<file path="src/mac_ctrl_pkg.sv">
// Package with register map, field positions, reset values and carrier types of the MAC control block
package mac_ctrl_pkg;

  // Register byte offsets
  localparam logic [4:0] MAC_CR_OFS     = 5'h00;
  localparam logic [4:0] CSUM_CTRL_OFS  = 5'h04;
  localparam logic [4:0] WAKE_CSR_OFS   = 5'h08;
  localparam logic [4:0] INT_STS_OFS    = 5'h0C;
  localparam logic [4:0] INT_CLR_OFS    = 5'h10;
  localparam logic [4:0] INT_EN_OFS     = 5'h14;

  // MAC control register field positions
  localparam int LATE_RETRY_BIT    = 12;
  localparam int BROADCAST_REJECT_REJECT_BIT  = 11;
  localparam int RETRY_DIS_BIT     = 10;
  localparam int PAD_STRIP_BIT     = 8;
  // Checksum offload control and wake control field positions
  localparam int RX_COE_BIT        = 0;
  localparam int WAKE_DET_BIT      = 0;

  // Interrupt status bit positions
  localparam int INT_LATE_COLL_BIT = 0;
  localparam int INT_RETRY_ERR_BIT = 1;
  localparam int INT_BROADCAST_REJECT_DROP_BIT = 2;
  localparam int INT_WAKE_BIT      = 3;
  localparam int INT_BITS          = 4;

  // Reset values
  localparam logic [31:0] MAC_CR_RST    = 32'h0000_0000;
  localparam logic        CTRL_BIT_RST  = 1'b0;
  localparam logic [3:0]  INT_RST       = 4'h0;

  // Frame geometry and retry figures
  localparam int          MAX_ATTEMPTS  = 16;
  localparam int          DA_BYTES      = 6;
  localparam int          HDR_BYTES     = 14;
  localparam logic [15:0] MIN_LEN_FIELD = 16'h002E;  // 46 bytes
  localparam logic [7:0]  BROADCAST_REJECT_BYTE    = 8'hFF;

  // Per-frame transmit status handed to the transmit status path
  typedef struct packed {
    logic       late_collision;
    logic       retry_error;
    logic [4:0] attempts;
  } tx_status_s;

  // One byte of the receive stream
  typedef struct packed {
    logic [7:0] data;
    logic       last;
  } rx_beat_s;

  // Receive path states
  typedef enum logic [1:0] {
    RX_HEADER,
    RX_EMIT,
    RX_PASS,
    RX_DROP
  } rx_state_e;

endpackage

</file>
<file path="src/mac_collision_broadcast_pad_control.sv">
// MAC control block: late collision, retry, broadcast reject and pad stripping logic
//
// Register access over Avalon-MM and the register addresses were decided locally.
`timescale 1ns/10ps

// Behaviour
// - With late collision retry set, a frame that collides late is retried like any other.
// - With late collision retry clear, a late collision abandons the frame at once.
// - A late collision is always flagged in the frame's transmit status.
// - With broadcast reject set, received broadcast frames are discarded, otherwise forwarded.
// - A matching wake-up frame wakes the device while wake detection is on, despite the reject.
// - With retry disable set, one attempt only; a collision drops the frame with a retry error, except a late one while late collision retry is clear.
// - With retry disable clear, a colliding frame gets up to 16 attempts before a retry error.
// - With pad stripping on and a length field below 46, pad and FCS are removed.
// - With pad stripping on and a length field of 46 or more, the frame passes unchanged.
// - With pad stripping off, every frame passes unchanged.
module mac_collision_broadcast_pad_control #(
  parameter int MAX_ATTEMPTS = mac_ctrl_pkg::MAX_ATTEMPTS
) (
  // Clock and reset
  input  wire logic                     clock_i,
  input  wire logic                     srst_i,
  // Avalon-MM register slave
  input  wire logic [4:0]               address_i,
  input  wire logic                     read_i,
  input  wire logic                     write_i,
  input  wire logic [31:0]              writedata_i,
  output logic      [31:0]              readdata_o,
  output logic                          waitrequest_o,
  // Transmit attempt events from the transmitter
  input  wire logic                     tx_start_i,
  input  wire logic                     tx_collision_i,
  input  wire logic                     tx_late_i,
  input  wire logic                     tx_ok_i,
  // Transmit commands and status
  output logic                          tx_retry_o,
  output logic                          tx_abort_o,
  output logic                          tx_status_valid_o,
  output mac_ctrl_pkg::tx_status_s      tx_status_o,
  // Receive stream in
  input  wire logic                     rx_valid_i,
  input  wire mac_ctrl_pkg::rx_beat_s   rx_beat_i,
  output logic                          rx_ready_o,
  // Receive stream out
  output logic                          rx_valid_o,
  output mac_ctrl_pkg::rx_beat_s        rx_beat_o,
  input  wire logic                     rx_ready_i,
  // Wake detector
  input  wire logic                     wake_frame_match_i,
  output logic                          wake_o,
  // Control levels to the rest of the MAC
  output logic                          rx_checksum_offload_en_o,
  output logic                          wake_frame_detect_en_o,
  // Interrupt
  output logic                          irq_o
);

  // Control bits
  logic                         late_collision_retry_en;
  logic                         broadcast_reject;
  logic                         retry_disable;
  logic                         pad_strip_en;
  logic                         rx_checksum_offload_en;
  logic                         wake_frame_detect_en;
  logic [mac_ctrl_pkg::INT_BITS-1:0] int_status;
  logic [mac_ctrl_pkg::INT_BITS-1:0] int_enable;
  logic [mac_ctrl_pkg::INT_BITS-1:0] int_events;
  logic                         read_done;
  logic [31:0]                  next_readdata;

  // Transmit state
  logic [4:0]                   attempts;
  logic                         late_seen;

  // Receive state
  mac_ctrl_pkg::rx_state_e      rx_state;
  logic [7:0]                   hdr [mac_ctrl_pkg::HDR_BYTES];
  logic [3:0]                   hdr_count;
  logic [3:0]                   emit_idx;
  logic [15:0]                  rx_pos;
  logic [15:0]                  keep_end;
  logic                         strip;
  logic                         frame_ended;
  logic                         in_take;
  logic                         out_free;
  logic                         hdr_done;
  logic                         is_broadcast_reject;
  logic                         emit_last;
  logic                         pass_last;
  logic                         pass_keep;

  // Reads the byte address as a register select
  function automatic logic sel(input logic [4:0] addr, input logic [4:0] ofs);
    return addr == ofs;
  endfunction

  // Combined write strobe for one register
  function automatic logic wr(input logic we, input logic [4:0] addr, input logic [4:0] ofs);
    return we && sel(addr, ofs);
  endfunction

  // Writes complete at once, reads after one wait cycle so readdata comes from a flop
  assign waitrequest_o = read_i && !read_done;

  // Read wait flag, pulses one cycle per read
  always_ff @(posedge clock_i) begin
    if (srst_i) begin
      read_done <= 1'b0;
    end else begin
      read_done <= read_i && !read_done;
    end
  end

  // Read mux; unmapped and write-only offsets read zero
  always_comb begin
    next_readdata = 32'h0000_0000;
    if (sel(address_i, mac_ctrl_pkg::MAC_CR_OFS)) begin
      next_readdata[mac_ctrl_pkg::LATE_RETRY_BIT]   = late_collision_retry_en;
      next_readdata[mac_ctrl_pkg::BROADCAST_REJECT_REJECT_BIT] = broadcast_reject;
      next_readdata[mac_ctrl_pkg::RETRY_DIS_BIT]    = retry_disable;
      next_readdata[mac_ctrl_pkg::PAD_STRIP_BIT]    = pad_strip_en;
    end else if (sel(address_i, mac_ctrl_pkg::CSUM_CTRL_OFS)) begin
      next_readdata[mac_ctrl_pkg::RX_COE_BIT] = rx_checksum_offload_en;
    end else if (sel(address_i, mac_ctrl_pkg::WAKE_CSR_OFS)) begin
      next_readdata[mac_ctrl_pkg::WAKE_DET_BIT] = wake_frame_detect_en;
    end else if (sel(address_i, mac_ctrl_pkg::INT_STS_OFS)) begin
      next_readdata[mac_ctrl_pkg::INT_BITS-1:0] = int_status;
    end else if (sel(address_i, mac_ctrl_pkg::INT_EN_OFS)) begin
      next_readdata[mac_ctrl_pkg::INT_BITS-1:0] = int_enable;
    end
  end

  // Read data register
  always_ff @(posedge clock_i) begin
    if (srst_i) begin
      readdata_o <= 32'h0000_0000;
    end else if (read_i && !read_done) begin
      readdata_o <= next_readdata;
    end
  end

  // Control register writes; the reserved bit is never stored
  always_ff @(posedge clock_i) begin
    if (srst_i) begin
      late_collision_retry_en <= mac_ctrl_pkg::CTRL_BIT_RST;
      broadcast_reject        <= mac_ctrl_pkg::CTRL_BIT_RST;
      retry_disable           <= mac_ctrl_pkg::CTRL_BIT_RST;
      pad_strip_en            <= mac_ctrl_pkg::CTRL_BIT_RST;
      rx_checksum_offload_en  <= mac_ctrl_pkg::CTRL_BIT_RST;
      wake_frame_detect_en    <= mac_ctrl_pkg::CTRL_BIT_RST;
      int_enable              <= mac_ctrl_pkg::INT_RST;
    end else begin
      if (wr(write_i, address_i, mac_ctrl_pkg::MAC_CR_OFS)) begin
        late_collision_retry_en <= writedata_i[mac_ctrl_pkg::LATE_RETRY_BIT];
        broadcast_reject        <= writedata_i[mac_ctrl_pkg::BROADCAST_REJECT_REJECT_BIT];
        retry_disable           <= writedata_i[mac_ctrl_pkg::RETRY_DIS_BIT];
        pad_strip_en            <= writedata_i[mac_ctrl_pkg::PAD_STRIP_BIT];
      end
      // Exclusion with pad stripping is software's duty; both bits are stored as written
      if (wr(write_i, address_i, mac_ctrl_pkg::CSUM_CTRL_OFS)) begin
        rx_checksum_offload_en <= writedata_i[mac_ctrl_pkg::RX_COE_BIT];
      end
      if (wr(write_i, address_i, mac_ctrl_pkg::WAKE_CSR_OFS)) begin
        wake_frame_detect_en <= writedata_i[mac_ctrl_pkg::WAKE_DET_BIT];
      end
      if (wr(write_i, address_i, mac_ctrl_pkg::INT_EN_OFS)) begin
        int_enable <= writedata_i[mac_ctrl_pkg::INT_BITS-1:0];
      end
    end
  end

  assign rx_checksum_offload_en_o = rx_checksum_offload_en;
  assign wake_frame_detect_en_o   = wake_frame_detect_en;

  // Sticky status; a new event in the clearing cycle wins over the clear
  always_ff @(posedge clock_i) begin
    if (srst_i) begin
      int_status <= mac_ctrl_pkg::INT_RST;
    end else if (wr(write_i, address_i, mac_ctrl_pkg::INT_CLR_OFS)) begin
      int_status <= (int_status & ~writedata_i[mac_ctrl_pkg::INT_BITS-1:0]) | int_events;
    end else begin
      int_status <= int_status | int_events;
    end
  end

  assign irq_o = |(int_status & int_enable);

  // Transmit attempt bookkeeping: count attempts and note any late collision
  always_ff @(posedge clock_i) begin
    if (srst_i) begin
      attempts  <= 5'h00;
      late_seen <= 1'b0;
    end else if (tx_start_i) begin
      attempts  <= 5'h01;
      late_seen <= 1'b0;
    end else if (tx_collision_i) begin
      late_seen <= late_seen | tx_late_i;
      if (tx_retry_cond()) begin
        attempts <= attempts + 5'h01;
      end
    end
  end

  // Retry is allowed only if late policy, disable bit and attempt limit all permit it
  function automatic logic tx_retry_cond();
    if (tx_late_i && !late_collision_retry_en) begin
      return 1'b0;
    end
    if (retry_disable) begin
      return 1'b0;
    end
    return attempts < 5'(MAX_ATTEMPTS);
  endfunction

  // Transmit commands and per-frame status
  always_ff @(posedge clock_i) begin
    if (srst_i) begin
      tx_retry_o        <= 1'b0;
      tx_abort_o        <= 1'b0;
      tx_status_valid_o <= 1'b0;
      tx_status_o       <= '0;
    end else begin
      tx_retry_o        <= 1'b0;
      tx_abort_o        <= 1'b0;
      tx_status_valid_o <= 1'b0;
      if (tx_collision_i) begin
        if (tx_retry_cond()) begin
          tx_retry_o <= 1'b1;
        end else begin
          tx_abort_o                 <= 1'b1;
          tx_status_valid_o          <= 1'b1;
          tx_status_o.late_collision <= late_seen | tx_late_i;
          // A late abort without retry is not a retry error
          tx_status_o.retry_error    <= !(tx_late_i && !late_collision_retry_en);
          tx_status_o.attempts       <= attempts;
        end
      end else if (tx_ok_i) begin
        tx_status_valid_o          <= 1'b1;
        tx_status_o.late_collision <= late_seen;
        tx_status_o.retry_error    <= 1'b0;
        tx_status_o.attempts       <= attempts;
      end
    end
  end

  // Receive handshake terms
  assign out_free  = !rx_valid_o || rx_ready_i;
  assign in_take   = rx_valid_i && rx_ready_o;
  assign hdr_done  = in_take && (rx_beat_i.last
                     || hdr_count == 4'(mac_ctrl_pkg::HDR_BYTES - 1));

  // Destination is broadcast when all six address bytes are ones; frames shorter than six bytes never are
  always_comb begin
    is_broadcast_reject = hdr_count >= 4'(mac_ctrl_pkg::DA_BYTES - 1);
    for (int i = 0; i < mac_ctrl_pkg::DA_BYTES - 1; i++) begin
      is_broadcast_reject = is_broadcast_reject && hdr[i] == mac_ctrl_pkg::BROADCAST_REJECT_BYTE;
    end
    if (hdr_count == 4'(mac_ctrl_pkg::DA_BYTES - 1)) begin
      is_broadcast_reject = is_broadcast_reject && rx_beat_i.data == mac_ctrl_pkg::BROADCAST_REJECT_BYTE;
    end else begin
      is_broadcast_reject = is_broadcast_reject && hdr[mac_ctrl_pkg::DA_BYTES - 1] == mac_ctrl_pkg::BROADCAST_REJECT_BYTE;
    end
  end

  // Ready toward the source; header holding is the only buffering
  always_comb begin
    case (rx_state)
      mac_ctrl_pkg::RX_HEADER: rx_ready_o = 1'b1;
      mac_ctrl_pkg::RX_PASS:   rx_ready_o = out_free;
      mac_ctrl_pkg::RX_DROP:   rx_ready_o = 1'b1;
      default:                 rx_ready_o = 1'b0;
    endcase
  end

  // Last-byte marks for the header replay and the pass-through phase
  assign emit_last = emit_idx == hdr_count - 4'h1
                     && (frame_ended || (strip && keep_end == 16'(mac_ctrl_pkg::HDR_BYTES)));
  assign pass_keep = !strip || rx_pos < keep_end;
  assign pass_last = rx_beat_i.last || (strip && rx_pos == keep_end - 16'h0001);

  // Header capture array
  always_ff @(posedge clock_i) begin
    if (rx_state == mac_ctrl_pkg::RX_HEADER && in_take) begin
      hdr[hdr_count] <= rx_beat_i.data;
    end
  end

  // Receive frame state machine
  always_ff @(posedge clock_i) begin
    if (srst_i) begin
      rx_state    <= mac_ctrl_pkg::RX_HEADER;
      hdr_count   <= 4'h0;
      emit_idx    <= 4'h0;
      rx_pos      <= 16'h0000;
      keep_end    <= 16'h0000;
      strip       <= 1'b0;
      frame_ended <= 1'b0;
    end else begin
      case (rx_state)
        mac_ctrl_pkg::RX_HEADER: begin
          if (hdr_done) begin
            frame_ended <= rx_beat_i.last;
            emit_idx    <= 4'h0;
            rx_pos      <= 16'(mac_ctrl_pkg::HDR_BYTES);
            // Length is known only for a full header; short frames pass as they are
            strip       <= pad_strip_en && !rx_beat_i.last
                           && {hdr[12], rx_beat_i.data} < mac_ctrl_pkg::MIN_LEN_FIELD;
            keep_end    <= 16'(mac_ctrl_pkg::HDR_BYTES) + {hdr[12], rx_beat_i.data};
            hdr_count   <= hdr_count + 4'h1;
            if (broadcast_reject && is_broadcast_reject) begin
              rx_state  <= rx_beat_i.last ? mac_ctrl_pkg::RX_HEADER : mac_ctrl_pkg::RX_DROP;
              hdr_count <= 4'h0;
            end else begin
              rx_state  <= mac_ctrl_pkg::RX_EMIT;
            end
          end else if (in_take) begin
            hdr_count <= hdr_count + 4'h1;
          end
        end
        mac_ctrl_pkg::RX_EMIT: begin
          if (out_free) begin
            emit_idx <= emit_idx + 4'h1;
            if (emit_idx == hdr_count - 4'h1) begin
              hdr_count <= 4'h0;
              if (frame_ended) begin
                rx_state <= mac_ctrl_pkg::RX_HEADER;
              end else if (emit_last) begin
                rx_state <= mac_ctrl_pkg::RX_DROP;
              end else begin
                rx_state <= mac_ctrl_pkg::RX_PASS;
              end
            end
          end
        end
        mac_ctrl_pkg::RX_PASS: begin
          if (in_take) begin
            rx_pos <= rx_pos + 16'h0001;
            if (rx_beat_i.last) begin
              rx_state <= mac_ctrl_pkg::RX_HEADER;
            end else if (pass_last) begin
              rx_state <= mac_ctrl_pkg::RX_DROP;
            end
          end
        end
        default: begin
          // Swallow the rest of a rejected frame or the stripped pad and FCS
          if (in_take && rx_beat_i.last) begin
            rx_state <= mac_ctrl_pkg::RX_HEADER;
          end
        end
      endcase
    end
  end

  // Output byte register
  always_ff @(posedge clock_i) begin
    if (srst_i) begin
      rx_valid_o <= 1'b0;
      rx_beat_o  <= '0;
    end else if (out_free) begin
      rx_valid_o <= 1'b0;
      if (rx_state == mac_ctrl_pkg::RX_EMIT) begin
        rx_valid_o     <= 1'b1;
        rx_beat_o.data <= hdr[emit_idx];
        rx_beat_o.last <= emit_last;
      end else if (rx_state == mac_ctrl_pkg::RX_PASS && in_take && pass_keep) begin
        rx_valid_o     <= 1'b1;
        rx_beat_o.data <= rx_beat_i.data;
        rx_beat_o.last <= pass_last;
      end
    end
  end

  // Wake comes from the detector's own view of the raw frame, so the reject cannot hide it
  always_ff @(posedge clock_i) begin
    if (srst_i) begin
      wake_o <= 1'b0;
    end else begin
      wake_o <= wake_frame_detect_en && wake_frame_match_i;
    end
  end

  // Interrupt event sources
  always_comb begin
    int_events = '0;
    int_events[mac_ctrl_pkg::INT_LATE_COLL_BIT]  = tx_collision_i && tx_late_i;
    int_events[mac_ctrl_pkg::INT_RETRY_ERR_BIT]  = tx_collision_i && !tx_retry_cond()
                                                   && !(tx_late_i && !late_collision_retry_en);
    int_events[mac_ctrl_pkg::INT_BROADCAST_REJECT_DROP_BIT] = rx_state == mac_ctrl_pkg::RX_HEADER
                                                   && hdr_done && broadcast_reject && is_broadcast_reject;
    int_events[mac_ctrl_pkg::INT_WAKE_BIT]       = wake_frame_detect_en && wake_frame_match_i;
  end

endmodule

</file>
<file path="config.mk">
export PLATFORM = sky130hd
export DESIGN_NAME = mac_collision_broadcast_pad_control
export DESIGN_NICKNAME = d
export VERILOG_FILES = /design/src/mac_ctrl_pkg.sv /design/src/mac_collision_broadcast_pad_control.sv
export SDC_FILE = /design/constraint.sdc
export NUM_CORES = 1
export LEC_CHECK = 0
export CAP_MARGIN = 5
export CORE_MARGIN = 5
export CORE_UTILIZATION = 45
export DETAILED_ROUTE_END_ITERATION = 10
export DONT_BUFFER_PORTS = 1
export MAX_ROUTING_LAYER = met4
export PLACE_DENSITY_LB_ADDON = 0.3
export REMOVE_ABC_BUFFERS = 1
export SLEW_MARGIN = 5
export SYNTH_ARGS = -nofsm -noshare
export SYNTH_HDL_FRONTEND = slang
export SYNTH_SLANG_ARGS = --single-unit
</file>
<file path="constraint.sdc">
create_clock -name clock_i -period 2.73 [get_ports clock_i]
set_input_delay 0.546 -clock clock_i [delete_from_list [all_inputs] [get_ports clock_i]]
set_output_delay 0.546 -clock clock_i [all_outputs]
set_load 0.1 [all_outputs]
</file>
==> reports/metrics.cfg <==
[synthesis]
synth-seq-area-share = 0.538
synth.cell_area_sq_mm = 0.0108
yosys_register_bits = 226
synth-edff-count = 128
async_flop_share = 0
netlist_instances = 927
yosys_warnings = 0
synth_area_per_cell_sq_um = 11.6
ys_types = 67
synth_ff_type = edfxtp_1

[grt]
antenna_found_initial = 0
first_global_vias = 7289
grt_pass1_wl_mm = 40.3
track_usage = 0.194
grt_max_degree = 73
grt-ovfl-total = 0

[die]
die_h_um = 165
die_x_um = 165
fp.coreArea_sq_mm = 0.0235
die_area_sq_mm = 0.0272
row_count = 56
ioPinCount = 115
start_util = 0.459

[route]
drcViolationCount = 0
wl_per_cell_um = 19.5
drtIter0Drc = 613
wirelength_mm = 25.7
firstDrtPassIters = 5
ant_nets = 0
viasPerCell = 5.63
via_count = 7414

[worst_setup_path]
end_kind = flip-flop
path_class = flip-flop to flip-flop
start_kind = flip-flop
worstReg2RegStart = keep_end[0]
regToRegSetupSlack_ns = 0.13
cp.required_ns = 3.18
r2r_cells = 9
crit_arrival_ns = 3.06
r2r-end = rx_state[1]
crit_fanout = 5

[cts]
clock-sinks = 226
clk_latency_ns = 0.53
root_buffer = clkbuf_16
cts_tree = yes
clk_pin_slew_ns = 0.06
h-tree-depth = 1
cts_hold_buf = 0
cts_buffers = 26
cts_max_path_buffers = 3

[outcome]
outcome = complete, no violations

[sta]
period_needed_ns = 2.60
min_period_over_period = 0.953
hold_ws_ns = 0.0961
rsz0062_at_grt = false
setup_viol = 0
max_freq_mhz = 384
slew_viol_final = 0
slew_headroom = 0.344
final_hold_viol_count = 0
max_slew.worst_pin.slew_ns = 0.982
skew_ns = 0.0180

[power_and_ir_drop]
totalPowerFinal_w = 0.0107
p_per_area_mw_per_mm2 = 863
internal_power_w = 0.00709
ir_drop_uv = 686
power_frac_clock = 0.316
p_seq_frac = 0.383
power.switching_w = 0.00357
leakagePower_nw = 4.28
power_frac_comb = 0.301
p_sw_frac = 0.335

[placed_design]
place_hpwl_mm = 18.2
gp_congestion = 0.891
port_buffers = 0

[flow_run]
cap_viol_max_count = 0

[finish]
area_growth_pct = 14.4
antennaDiodeCount = 0
drive_above_1_share = 0.173
mostFrequentLayoutCell = edfxtp_1
nets = 1069
mostFrequentLayoutCells = edfxtp_1, dfxtp_1, nor2_1

[hold_path]
hp-class = input pin to flip-flop
min-delay-start = tx_start_i
hold_path_depth = 1
min_to = attempts[3]

-- registers in the layout (all words and copies together) (netlist names), 5 cells and up, named ones only --
register / flops
tx_status_o: 7
rx_pos: 16
keep_end: 16
attempts: 5
readdata_o: 8
rx_beat_o: 9
hdr: 128
-- worst max path at each step --
stage | startpoint | to | cells after the start
after floorplan | flip-flop | rx_beat_o[1] | 4
after global placement | keep_end[0] | rx_beat_o[0] | 10
final | keep_end[0] | rx_state[1] | 9
after detailed placement | keep_end[0] | rx_state[0] | 9
after global routing | rx_state[0] | flip-flop | 8
after CTS | rx_state[0] | rx_ready_o | 6
-- cell usage after synthesis, types with 2 or more instances --
master      n  area (sq um)
a31o_2      4          35.0
a41oi_1     3          26.3
inv_1      28           105
a211o_1     2          17.5
mux4_2     40           901
o21ai_0    19          95.1
nor3_1     28           140
nor4b_1     5          43.8
buf_2       7          35.0
or4_1       3          22.5
xor2_1     18           158
mux2i_1    21           210
a32o_1      2          20.0
nand2b_1   16           100
a211oi_1   25           188
or3_1      10          62.6
nor2b_1    10          62.6
or2_2       3          18.8
o21a_1      2          15.0
ha_1       31           388
nor3b_1     3          22.5
clkbuf_1   33           124
nand4_1    22           138
a21boi_0    2          15.0
dfxtp_1    98          1960
mux2_2      2          22.5
xnor2_1    27           236
edfxtp_1  128          3840
buf_4      25           188
nand2_1    74           278
buf_1       2          7.51
nor2_1     92           345
nand3_1    16          80.1
nand4b_1    3          26.3
o31a_1      3          26.3
a22oi_1     8          60.1
o22ai_1     2          12.5
and3_1     14          87.6
a31oi_1    13          81.3
a21oi_1    41           205
and4_1      2          17.5
nor4_1      9          56.3
a311oi_1    5          43.8
o21bai_1    3          22.5
-- layer usage --
| layer | vias to the layer above | global-route usage | wire length, um |
|---|---|---|---|
| met5 | - | - | 0 |
| met1 | 3581 | 0.261 | 11300 |
| li1 | 3528 | - | - |
| met2 | 250 | 0.301 | 11600 |
| met3 | 55 | 0.0387 | 1850 |
| met4 | 0 | 0.0601 | 882 |
-- worst max-delay path, stage by stage, from the launching register on --
cell,delay (ns)
dfxtp_1,0.35
or4_1,0.61
buf_4,0.19
o31a_1,0.23
o32a_2,0.33
a21oi_2,0.22
a2111oi_4,0.07
buf_4,0.17
o31a_1,0.23
a21oi_1,0.13
-- what timing repair did --
action                     CTS  global route
buffers inserted             0             0
setup endpoints to repair    0             6
resized for setup            0             4
-- stage by stage --
stage	instances	setup TNS (ns)	setup slack (ns)	instance area, sq um	utilization
after CTS	1316	0	0.0177	12300	0.524
after detailed placement	1272	0	0.117	11500	0.489
after global placement	1272	0	0.169	11500	0.489
after global routing	1316	0	0.0159	12400	0.525
final	1316	0	0.127	12400	0.525
after floorplan	882	-1.43	-0.155	10500	-
-- area by class of cell --
cell class | count | area [sq um]
clock buffer | 32 | 703
timing repair buffer | 71 | 583
clock inverter | 12 | 133
multi-input combinational | 628 | 4630
fill | 2079 | 11200
tap | 319 | 399
inverter | 28 | 105
sequential | 226 | 5810
-- cell families (layout without fill, tap and decap cells) --
group	after synthesis	count (layout)	synth area share
DFF	226	226	0.538
adders and majority gates	31	31	0.0359
other	1	24	0.000347
xor gates and xnor gates	46	46	0.0386
buffers and inverters	96	143	0.0436
and+or+nand+nor	317	317	0.146
AOI/OAI and AO/OA	147	147	0.0930
muxes	63	63	0.105
-- power by group through the flow --
stage | Combinational (W) | Sequential (W) | Clock [W]
2_1_floorplan | 0.00183 | 0.00461 | 0
3_3_place_gp | 0.00313 | 0.00415 | 0
3_5_place_dp | 0.00318 | 0.00415 | 0
4_1_cts | 0.00318 | 0.00409 | 0.00344
5_1_grt | 0.00345 | 0.00412 | 0.00359
6_report | 0.00320 | 0.00409 | 0.00337
(Power assumes the default switching activity.)
